$ cat src/hw/hot_pkg.sv
// Shared constants and types of the overhead packet transmitter
package hot_pkg;
    // ---------------------------------------------------------------
    // Queue geometry
    // ---------------------------------------------------------------
    localparam int AW = 8;
    localparam int LW = 9;
    localparam int DW = 9;
    localparam logic [LW-1:0] DEPTH = 9'h100;
    localparam int END_BIT = 8;

    // ---------------------------------------------------------------
    // Register offsets
    // ---------------------------------------------------------------
    localparam logic [7:0] ADDR_CTRL = 8'h00;
    localparam logic [7:0] ADDR_THRESH = 8'h04;
    localparam logic [7:0] ADDR_TXDATA = 8'h08;
    localparam logic [7:0] ADDR_STATUS = 8'h0C;
    localparam logic [7:0] ADDR_LEVEL = 8'h10;

    // ---------------------------------------------------------------
    // Control and status fields
    // ---------------------------------------------------------------
    localparam int CTRL_W = 6;
    localparam int CTRL_START = 0;
    localparam int CTRL_FCS = 1;
    localparam int CTRL_FCSERR = 2;
    localparam int CTRL_ONES = 3;
    localparam int CTRL_REORD = 4;
    localparam int CTRL_INV = 5;
    localparam logic [CTRL_W-1:0] CTRL_RST = 6'h00;
    localparam logic [LW-1:0] THRESH_RST = 9'h010;
    localparam int ST_EMPTY = 0;
    localparam int ST_FULL = 1;
    localparam int ST_SPACE = 2;
    localparam int ST_OVF = 3;
    localparam int ST_UDF = 4;

    // ---------------------------------------------------------------
    // Line patterns and counts
    // ---------------------------------------------------------------
    localparam logic [7:0] FLAG = 8'h7E;
    localparam logic [7:0] ABORT_SEQ = 8'hFF;
    localparam logic [7:0] ONE_BIT = 8'h01;
    localparam logic [15:0] CRC_INIT = 16'hFFFF;
    localparam logic [15:0] CRC_POLY = 16'h8408;
    localparam logic [LW-1:0] MIN_QUEUED = 9'h002;
    localparam logic [1:0] MIN_FLAGS = 2'h2;
    localparam logic [4:0] MIN_ONES = 5'h0F;
    localparam logic [2:0] STUFF_RUN = 3'h5;
    localparam logic [3:0] BYTE_BITS = 4'h8;
    localparam logic [3:0] UNIT_BIT = 4'h1;

    typedef enum logic [2:0] {
        S_FILL, S_OPEN, S_DATA, S_FCS, S_CLOSE, S_ABORT
    } hot_state_e;
endpackage

$ cat src/hw/hot_ram.sv
// Dual-port byte store with packet-end tag for the transmit queue
`timescale 1ns/1ns
module hot_ram (
    input wire logic clk_i,
    input wire logic wr_en_i,
    input wire logic [hot_pkg::AW-1:0] wr_addr_i,
    input wire logic [hot_pkg::DW-1:0] wr_data_i,
    input wire logic [hot_pkg::AW-1:0] rd_addr_i,
    output logic [hot_pkg::DW-1:0] rd_data_o
);
    // ---------------------------------------------------------------
    // Storage, independent write and read ports
    // ---------------------------------------------------------------
    logic [hot_pkg::DW-1:0] mem_q [0:(1<<hot_pkg::AW)-1];

    // Register side write port
    always_ff @(posedge clk_i) begin
        if (wr_en_i) begin
            mem_q[wr_addr_i] <= wr_data_i;
        end
    end

    // Line side read port, registered
    always_ff @(posedge clk_i) begin
        rd_data_o <= mem_q[rd_addr_i];
    end
endmodule

$ cat src/hw/hot_top.sv
// Overhead packet transmitter: queue, framing, FCS, stuffing, fill
//
// Contract
// - Queue holds 256 tagged bytes with pointers and a fill level.
// - Status shows empty, full, and free space at or above threshold.
// - Write into a full queue is dropped and flags overflow.
// - Fetch from an empty queue flags underflow.
// - After a packet-end byte, pad when under two queued or start off.
// - Fetch from an empty queue turns into an abort.
// - Fill continues until two bytes queued and start enabled.
// - Reorder off sends bit 0 first; on sends bit 7 first.
// - With FCS on, append inverted CRC-16 x16+x12+x5+1.
// - FCS error insertion appends the CRC without inversion.
// - With FCS off, no check sequence is appended.
// - Inside a packet, a zero follows every five ones.
// - Flag fill sends at least two flags until packet start.
// - Ones fill: end flag, at least 15 ones, then start flag.
// - Back-to-back packets are separated by exactly two flags.
// - Abort sends FFh then fill until next packet start.
// - Inversion complements every line bit last.
// - Bytes go out first-sent bit from register position 0 unless reorder is on.
// - Storage reachable from either side independently.
// - Software selects fill type, reordering and inversion.
// - Flag pattern is 01111110.
//
// Our own choices: the register addresses and the plain strobed port.
`timescale 1ns/1ns
module hot_top (
    input wire logic clk_i,
    input wire logic srst_i,
    input wire logic [7:0] reg_addr_i,
    input wire logic [31:0] reg_wdata_i,
    input wire logic reg_wr_i,
    input wire logic reg_rd_i,
    output logic [31:0] reg_rdata_o,
    input wire logic slot_stb_i,
    output logic line_bit_o,
    output logic abort_o
);
    // ---------------------------------------------------------------
    // Helpers
    // ---------------------------------------------------------------
    // Mirror a byte
    function automatic logic [7:0] rev8(input logic [7:0] d);
        logic [7:0] r;
        r = '0;
        for (int i = 0; i < 8; i++) begin
            r[i] = d[7-i];
        end
        return r;
    endfunction

    // One bit of the reflected CRC-16
    function automatic logic [15:0] crc_step(input logic [15:0] c,
                                             input logic b);
        logic [15:0] s;
        s = c >> 1;
        if (c[0] ^ b) begin
            s = s ^ hot_pkg::CRC_POLY;
        end
        return s;
    endfunction

    // ---------------------------------------------------------------
    // Declarations
    // ---------------------------------------------------------------
    logic [hot_pkg::CTRL_W-1:0] ctrl_q;
    logic [hot_pkg::LW-1:0] thresh_q;
    logic [hot_pkg::LW-1:0] level_q;
    logic [hot_pkg::AW-1:0] wr_ptr_q;
    logic [hot_pkg::AW-1:0] rd_ptr_q;
    logic wr_d1_q;
    logic ovf_q;
    logic udf_q;
    logic [hot_pkg::DW-1:0] head;
    hot_pkg::hot_state_e state_q;
    hot_pkg::hot_state_e nxt_state;
    logic [7:0] sr_q;
    logic [7:0] nxt_sr;
    logic [3:0] bcnt_q;
    logic [3:0] nxt_len;
    logic [2:0] ones_q;
    logic [4:0] run_q;
    logic [1:0] fflag_q;
    logic end_q;
    logic nxt_end;
    logic fcs_hi_q;
    logic [15:0] crc_q;
    logic [15:0] crc_nxt;
    logic [15:0] fcs_val;
    logic full;
    logic push;
    logic pop;
    logic fetch_empty;
    logic [hot_pkg::LW-1:0] avail;
    logic [hot_pkg::LW-1:0] space;
    logic ready;
    logic fill_ok;
    logic stuff_now;
    logic stuff_act;
    logic done;
    logic cur_bit;
    logic [31:0] status;

    // ---------------------------------------------------------------
    // Queue bookkeeping
    // ---------------------------------------------------------------
    assign full = (level_q == hot_pkg::DEPTH);
    assign push = reg_wr_i && (reg_addr_i == hot_pkg::ADDR_TXDATA)
                  && !full;
    assign avail = level_q - {{(hot_pkg::LW-1){1'b0}}, wr_d1_q};
    assign space = hot_pkg::DEPTH - level_q;
    assign ready = (avail >= hot_pkg::MIN_QUEUED)
                   && ctrl_q[hot_pkg::CTRL_START];

    // Storage with separate write and read ports
    hot_ram u_ram (
        .clk_i(clk_i),
        .wr_en_i(push),
        .wr_addr_i(wr_ptr_q),
        .wr_data_i(reg_wdata_i[hot_pkg::DW-1:0]),
        .rd_addr_i(rd_ptr_q),
        .rd_data_o(head)
    );

    // Pointers and fill level
    always_ff @(posedge clk_i) begin
        if (srst_i) begin
            wr_ptr_q <= '0;
            rd_ptr_q <= '0;
            level_q <= '0;
            wr_d1_q <= 1'b0;
        end else begin
            wr_d1_q <= push;
            if (push) begin
                wr_ptr_q <= wr_ptr_q + 8'h01;
            end
            if (pop) begin
                rd_ptr_q <= rd_ptr_q + 8'h01;
            end
            case ({push, pop})
                2'b10: level_q <= level_q + 9'h001;
                2'b01: level_q <= level_q - 9'h001;
                default: level_q <= level_q;
            endcase
        end
    end

    // ---------------------------------------------------------------
    // Register file
    // ---------------------------------------------------------------
    // Control and threshold
    always_ff @(posedge clk_i) begin
        if (srst_i) begin
            ctrl_q <= hot_pkg::CTRL_RST;
            thresh_q <= hot_pkg::THRESH_RST;
        end else if (reg_wr_i) begin
            if (reg_addr_i == hot_pkg::ADDR_CTRL) begin
                ctrl_q <= reg_wdata_i[hot_pkg::CTRL_W-1:0];
            end
            if (reg_addr_i == hot_pkg::ADDR_THRESH) begin
                thresh_q <= reg_wdata_i[hot_pkg::LW-1:0];
            end
        end
    end

    // Sticky events, set wins over write-one clear
    always_ff @(posedge clk_i) begin
        if (srst_i) begin
            ovf_q <= 1'b0;
            udf_q <= 1'b0;
        end else begin
            if (reg_wr_i && reg_addr_i == hot_pkg::ADDR_STATUS) begin
                if (reg_wdata_i[hot_pkg::ST_OVF]) begin
                    ovf_q <= 1'b0;
                end
                if (reg_wdata_i[hot_pkg::ST_UDF]) begin
                    udf_q <= 1'b0;
                end
            end
            if (reg_wr_i && reg_addr_i == hot_pkg::ADDR_TXDATA && full) begin
                ovf_q <= 1'b1;
            end
            if (done && fetch_empty) begin
                udf_q <= 1'b1;
            end
        end
    end

    // Status word
    always_comb begin
        status = '0;
        status[hot_pkg::ST_EMPTY] = (level_q == '0);
        status[hot_pkg::ST_FULL] = full;
        status[hot_pkg::ST_SPACE] = (space >= thresh_q);
        status[hot_pkg::ST_OVF] = ovf_q;
        status[hot_pkg::ST_UDF] = udf_q;
    end

    // Read data, valid only in the cycle after the strobe
    always_ff @(posedge clk_i) begin
        if (srst_i || !reg_rd_i) begin
            reg_rdata_o <= '0;
        end else begin
            case (reg_addr_i)
                hot_pkg::ADDR_CTRL:
                    reg_rdata_o <= {26'h0, ctrl_q};
                hot_pkg::ADDR_THRESH:
                    reg_rdata_o <= {23'h0, thresh_q};
                hot_pkg::ADDR_STATUS:
                    reg_rdata_o <= status;
                hot_pkg::ADDR_LEVEL:
                    reg_rdata_o <= {23'h0, level_q};
                default:
                    reg_rdata_o <= '0;
            endcase
        end
    end

    // ---------------------------------------------------------------
    // Bit engine
    // ---------------------------------------------------------------
    assign stuff_now = (ones_q == hot_pkg::STUFF_RUN);
    assign stuff_act = (state_q == hot_pkg::S_DATA)
                       || (state_q == hot_pkg::S_FCS);
    assign cur_bit = stuff_now ? 1'b0 : sr_q[0];
    assign done = slot_stb_i && !stuff_now
                  && (bcnt_q == hot_pkg::UNIT_BIT);
    assign crc_nxt = crc_step(crc_q, sr_q[0]);
    assign fill_ok = ctrl_q[hot_pkg::CTRL_ONES]
                     ? (run_q >= hot_pkg::MIN_ONES)
                     : (fflag_q >= hot_pkg::MIN_FLAGS);
    assign fcs_val = ctrl_q[hot_pkg::CTRL_FCSERR]
                     ? ((state_q == hot_pkg::S_DATA) ? crc_nxt : crc_q)
                     : ~((state_q == hot_pkg::S_DATA) ? crc_nxt : crc_q);

    // Next unit when the current one finishes
    always_comb begin
        nxt_state = state_q;
        nxt_sr = hot_pkg::FLAG;
        nxt_len = hot_pkg::BYTE_BITS;
        nxt_end = end_q;
        pop = 1'b0;
        fetch_empty = 1'b0;
        case (state_q)
            hot_pkg::S_OPEN, hot_pkg::S_DATA: begin
                if (state_q == hot_pkg::S_DATA && end_q) begin
                    nxt_end = 1'b0;
                    if (ctrl_q[hot_pkg::CTRL_FCS]) begin
                        nxt_state = hot_pkg::S_FCS;
                        nxt_sr = fcs_val[7:0];
                    end else begin
                        nxt_state = hot_pkg::S_CLOSE;
                    end
                end else if (avail == '0) begin
                    fetch_empty = 1'b1;
                    nxt_state = hot_pkg::S_ABORT;
                    nxt_sr = hot_pkg::ABORT_SEQ;
                end else begin
                    pop = done;
                    nxt_state = hot_pkg::S_DATA;
                    nxt_end = head[hot_pkg::END_BIT];
                    nxt_sr = ctrl_q[hot_pkg::CTRL_REORD]
                             ? rev8(head[7:0]) : head[7:0];
                end
            end
            hot_pkg::S_FCS: begin
                if (!fcs_hi_q) begin
                    nxt_sr = fcs_val[15:8];
                end else begin
                    nxt_state = hot_pkg::S_CLOSE;
                end
            end
            hot_pkg::S_CLOSE, hot_pkg::S_ABORT, hot_pkg::S_FILL: begin
                if (ready && (state_q == hot_pkg::S_CLOSE
                              || (state_q == hot_pkg::S_FILL
                                  && fill_ok))) begin
                    nxt_state = hot_pkg::S_OPEN;
                end else begin
                    nxt_state = hot_pkg::S_FILL;
                    if (ctrl_q[hot_pkg::CTRL_ONES]) begin
                        nxt_sr = hot_pkg::ONE_BIT;
                        nxt_len = hot_pkg::UNIT_BIT;
                    end
                end
            end
            default: begin
                nxt_state = hot_pkg::S_FILL;
            end
        endcase
    end

    // Shift register, unit state and stuffing run
    always_ff @(posedge clk_i) begin
        if (srst_i) begin
            state_q <= hot_pkg::S_FILL;
            sr_q <= hot_pkg::FLAG;
            bcnt_q <= hot_pkg::BYTE_BITS;
            ones_q <= '0;
            end_q <= 1'b0;
            fcs_hi_q <= 1'b0;
        end else if (slot_stb_i) begin
            if (stuff_now) begin
                ones_q <= '0;
            end else begin
                if (stuff_act) begin
                    ones_q <= sr_q[0] ? ones_q + 3'h1 : '0;
                end
                if (done) begin
                    state_q <= nxt_state;
                    sr_q <= nxt_sr;
                    bcnt_q <= nxt_len;
                    end_q <= nxt_end;
                    fcs_hi_q <= (state_q == hot_pkg::S_FCS);
                    if (nxt_state == hot_pkg::S_OPEN) begin
                        ones_q <= '0;
                    end
                end else begin
                    sr_q <= sr_q >> 1;
                    bcnt_q <= bcnt_q - 4'h1;
                end
            end
        end
    end

    // Frame check sequence over packet bits
    always_ff @(posedge clk_i) begin
        if (srst_i) begin
            crc_q <= hot_pkg::CRC_INIT;
        end else if (slot_stb_i && !stuff_now) begin
            if (state_q == hot_pkg::S_OPEN) begin
                crc_q <= hot_pkg::CRC_INIT;
            end else if (state_q == hot_pkg::S_DATA) begin
                crc_q <= crc_nxt;
            end
        end
    end

    // Fill length counters, cleared at the end of each unit outside fill
    always_ff @(posedge clk_i) begin
        if (srst_i) begin
            run_q <= '0;
            fflag_q <= '0;
        end else if (done) begin
            if (state_q != hot_pkg::S_FILL) begin
                run_q <= '0;
                fflag_q <= '0;
            end else begin
                if (ctrl_q[hot_pkg::CTRL_ONES] && run_q != 5'h1F) begin
                    run_q <= run_q + 5'h01;
                end
                if (!ctrl_q[hot_pkg::CTRL_ONES] && fflag_q != 2'h3) begin
                    fflag_q <= fflag_q + 2'h1;
                end
            end
        end
    end

    // Line outputs
    always_ff @(posedge clk_i) begin
        if (srst_i) begin
            line_bit_o <= 1'b1;
            abort_o <= 1'b0;
        end else begin
            abort_o <= done && fetch_empty;
            if (slot_stb_i) begin
                line_bit_o <= cur_bit ^ ctrl_q[hot_pkg::CTRL_INV];
            end
        end
    end
endmodule

$ cat config.mk
export PLATFORM = sky130hd
export DESIGN_NAME = hot_top
export DESIGN_NICKNAME = d
export VERILOG_FILES = /design/src/hw/hot_pkg.sv /design/src/hw/hot_ram.sv /design/src/hw/hot_top.sv
export SDC_FILE = /design/constraint.sdc
export NUM_CORES = 2
export LEC_CHECK = 0
export BUFFER_PORTS_ARGS = -buffer_cell sky130_fd_sc_hd__buf_2
export CORE_ASPECT_RATIO = 1.75
export CORE_MARGIN = 2
export CORE_UTILIZATION = 45
export CTS_BUF_LIST = sky130_fd_sc_hd__clkbuf_8 sky130_fd_sc_hd__clkbuf_16
export CTS_CLUSTER_DIAMETER = 80
export DETAILED_ROUTE_END_ITERATION = 12
export PLACE_DENSITY = 0.58
export SYNTH_ARGS = -nofsm -noshare
export SYNTH_HDL_FRONTEND = slang
export SYNTH_SLANG_ARGS = --single-unit
$ cat constraint.sdc
create_clock -name clk_i -period 4.9 [get_ports clk_i]
set_input_delay 0.49 -clock clk_i [delete_from_list [all_inputs] [get_ports clk_i]]
set_output_delay 0.49 -clock clk_i [all_outputs]
set_load 0.02 [all_outputs]
==> metrics.md <==
| Metric | Value |
|---|---|
| Status | `completed` |
| Switching Fraction | `19.7%` |
| XOR/XNOR Fraction of Synth Area | `0.419%` |
| GRT overflow | `0` |
| Register area | `71300 um^2` |
| CTS Sinks | `2410` |
| Synth Area in Adders | `0.500%` |
| Period utilization | `87.1%` |
| Synth top area share | `73.5%` |
| Setup_tns | `0 ps` |
| H-tree depth | `4` |
| Final instance area | `105000 um^2` |
| Largest net degree at the start of global routing | `140` |
| Lkg Pwr | `31.9 nW` |
| Post-Synth Simple-Gate Area | `2.82%` |
| PnR worst setup slack | `631 ps` |
| Combinational family with the most area after synthesis | `multiplexers` |
| R2R cell count | `18` |
| Clk root buf | `clkbuf_16` |
| Max-cap viol count | `0` |
| Yosys warning total | `0` |
| Logic pwr share | `1.1%` |
| Clock Skews | `38.5 ps` |
| Fillers | `16500` |
| Io pins | `79` |
| Initial Util | `45.2%` |
| Initial DRC count | `4197` |
| Routed len/inst | `31.9 um` |
| Instance count on the critical path | `18` |
| CP max FO | `9` |
| Seq cells post-synth | `2410` |
| Synth Area in Compound Gates | `3.66%` |
| Layout Utilization | `50.5%` |
| Post-DP HPWL | `150000 um` |
| Syn Inst Count | `4557` |
| Placed Area | `98500 um^2` |
| Min Hold Slack | `50.1 ps` |
| Post-synthesis mux area share | `15.0%` |
| Top FF cell, synth | `edfxtp_1` |
| DRC Markers | `0` |
| Core ar. | `208000 um^2` |
| Pwr Total | `39.6 mW` |
| Clk_lat worst skew | `860 ps` |
| Core Rows | `222` |
| CP required | `5630 ps` |
| Internal Power | `31.8 mW` |
| First-pass DRT Iterations | `5` |
| Number of buffers created by CTS | `211` |
| Delay-heaviest family, CP | `simple AND/OR/NAND/NOR gates` |
| Synthesis-to-layout area growth | `11.8%` |
| EDFF count, synth | `2304` |
| Finish-stage setup viols | `0` |
| Routed WL | `242000 um` |
| Number of global-route vias before repair | `47600` |
| Most used cell, CP | `ha_1` |
| Post-Syn Area | `94100 um^2` |
| RSZ-0062 raised after global routing | `no` |
| CP Capture Type | `flip-flop` |
| Area leader, netlist | `edfxtp_1` |
| Worst path arrival time | `5000 ps` |
| Bufs and invs on worst path | `3` |
| Fin. max-slew vios | `0` |
| Post-DR vias/cell | `6.04` |
| Clk buf depth | `4` |
| Final net count | `4830` |
| DIE WIDTH | `350 um` |
| Final Hold Viols | `0` |
| Worst hold path depth | `3` |
| Critical Path Source Type | `flip-flop` |
| Crit-path cells | `inv_1 > ha_1 > nor3b_1 > nand2_1 > nor3_1 > ha_1 > nor3b_4 > inv_1 > ha_1 > buf_4 > ha_1 > a21o_1 > a21oi_1 > o21bai_1 > a2111oi_0 > or3_1 > mux2i_1 > mux2_2` |
| Netlist cell types | `68` |
| Critical path's slowest cell | `dfxtp_1` |
| Pwr dens | `376 nW/um^2` |
| Sequential Power Share | `56.9%` |
| Clk pin slew, worst setup/hold paths | `70 ps` |
| Dpl cells | `7221` |
| Synth top area cells | `edfxtp_1 (74%), mux4_2 (14%), dfxtp_1 (2.3%)` |
| Total track usage | `22.7%` |
| CP peak stage delay | `390 ps` |
| Worst slack, placed | `580 ps` |
| Die Ht | `609 um` |
| Worst-margin pin slew | `1140 ps` |
| Clk pwr share | `41.9%` |
| Max frequency | `0.234 GHz` |
| Port Buf Inserts | `32` |
| Multi-input gate area | `21300 um^2` |
| CTS tree | `yes` |
| Min-delay worst type | `input pin to flip-flop` |
| Fin crit period | `4270 ps` |
| Fraction of layout cells with a size suffix above 1 | `24.5%` |
| Avg Inst Size Synth | `20.7 um^2` |
| Peak supply drop | `0.271 mV` |
| Die Area | `213000 um^2` |
| Relative slew margins | `23.9%` |
| Placer Congestion | `0.827` |
| Net Switching | `7.81 mW` |
| Post-synth ARST share | `0%` |
| Setup CP Type | `flip-flop to flip-flop` |
| Antenna-violating nets left | `0` |
| Layout Cells excl Fill | `7604` |
| Initial antenna violation count | `6` |
| Vias | `45900` |
| First-pass GRT wire length | `347000 um` |
| Post CTS Setup Buffer Count | `0` |
| Sequential area share after synthesis | `75.8%` |
[final timing paths]
| kind | start | to | slack (ps) |
|---|---|---|---|
| setup / recovery | level_q[1] | level_q[8] | 630 |
| hold / removal | reg_rd_i | reg_rdata_o[0] | 50 |
| setup reg to reg | level_q[1] | level_q[8] | 630 |
| hold reg to reg | sr_q[7] | sr_q[7] | 480 |
[placed cells by master, fill, tap and decap left out, types with 17 or more instances in the layout]
master and n:
o22ai_1 56, a22oi_1 123, xnor2_1 28, a21oi_1 88, mux4_2 603, buf_2 23
ha_1 36, a221oi_1 55, clkbuf_16 216, nor2_1 352, buf_4 183, a22o_1 51
edfxtp_1 2304, conb_1 23, nand3_1 22, dfxtp_1 102, o21ai_0 21, nor3_1 43
buf_12 41, clkinv_2 36, clkinv_1 51, inv_1 60, mux2i_1 41, nor2b_1 23
nand2_1 70, bufinv_16 23, xor2_1 17
[tightest hold or removal path: cells and delay by family]
family	cells	cell delay [ps]
AND/OR/NAND/NOR	2	260
buffers and inverters	1	100
[synthesized netlist by cell type, types with 17 or more instances]
cell type  instances
clkbuf_1         141
nor2_1           353
edfxtp_1        2304
buf_6             27
nand2_1           71
nor2b_1           26
xor2_1            17
buf_1             17
nor3_1            43
mux4_2           603
dfxtp_1          106
a221oi_1          55
nand3_1           34
o21ai_0           21
a21oi_1           88
buf_4             61
mux2i_1           41
a22o_1            51
xnor2_1           28
o22ai_1           56
ha_1              36
a22oi_1          123
buf_2             56
inv_1             28
[power groups by stage]
stage | registers (mW) | clock network [mW] | logic [mW]
after global placement | 23.0 | 0 | 0.433
after floorplan | 23.0 | 0 | 0.0770
final | 22.5 | 16.6 | 0.450
after CTS | 22.5 | 16.9 | 0.459
after global routing | 22.5 | 17.5 | 0.490
after detailed placement | 23.0 | 0 | 0.460
[registers in the layout (all words and copies together), names as in the netlist, 5 cells and up]
signal           count
crc_q               16
run_q                5
thresh_q             9
sr_q                 8
ctrl_q               6
reg_rdata_o          9
wr_ptr_q             8
rd_ptr_q             8
u_ram.rd_data_o      9
u_ram.mem_q       2304
level_q              9
[kinds of logic (layout without fill, tap and decap cells)]
group	after synthesis	after routing
buffers and inverters	330	663
xor gates and xnor gates	45	45
AOI/OAI and AO/OA	479	479
adders and majority gates	37	37
and+or+nand+nor	601	601
DFF	2410	2410
other	1	27
muxes	654	654
[layout make-up]
class                      instances  share of cell area [%]
antenna                            4                 0.00951
clock buffer                     217                    5.15
clock inverter                   160                    1.26
inverter                          28                  0.0998
multi-input combinational       1839                    20.2
sequential                      2410                    67.8
tap                             2688                    3.19
timing repair buffer             258                    2.34
[routing by layer]
metal	track usage, %	vias to the layer above	part of all wire, %
met5	0	-	0.0045
met4	8.89	2	4.2
met3	2.60	398	5.2
met2	41.0	1553	54
met1	27.9	24700	37
li1	-	19300	-
[timing repair]
item,4_1_cts,5_1_grt
endpoints found under the hold margin,4,0
gates resized for setup,0,0
hold buffers,2,0
No activity file was read; power rests on OpenSTA's default activity.
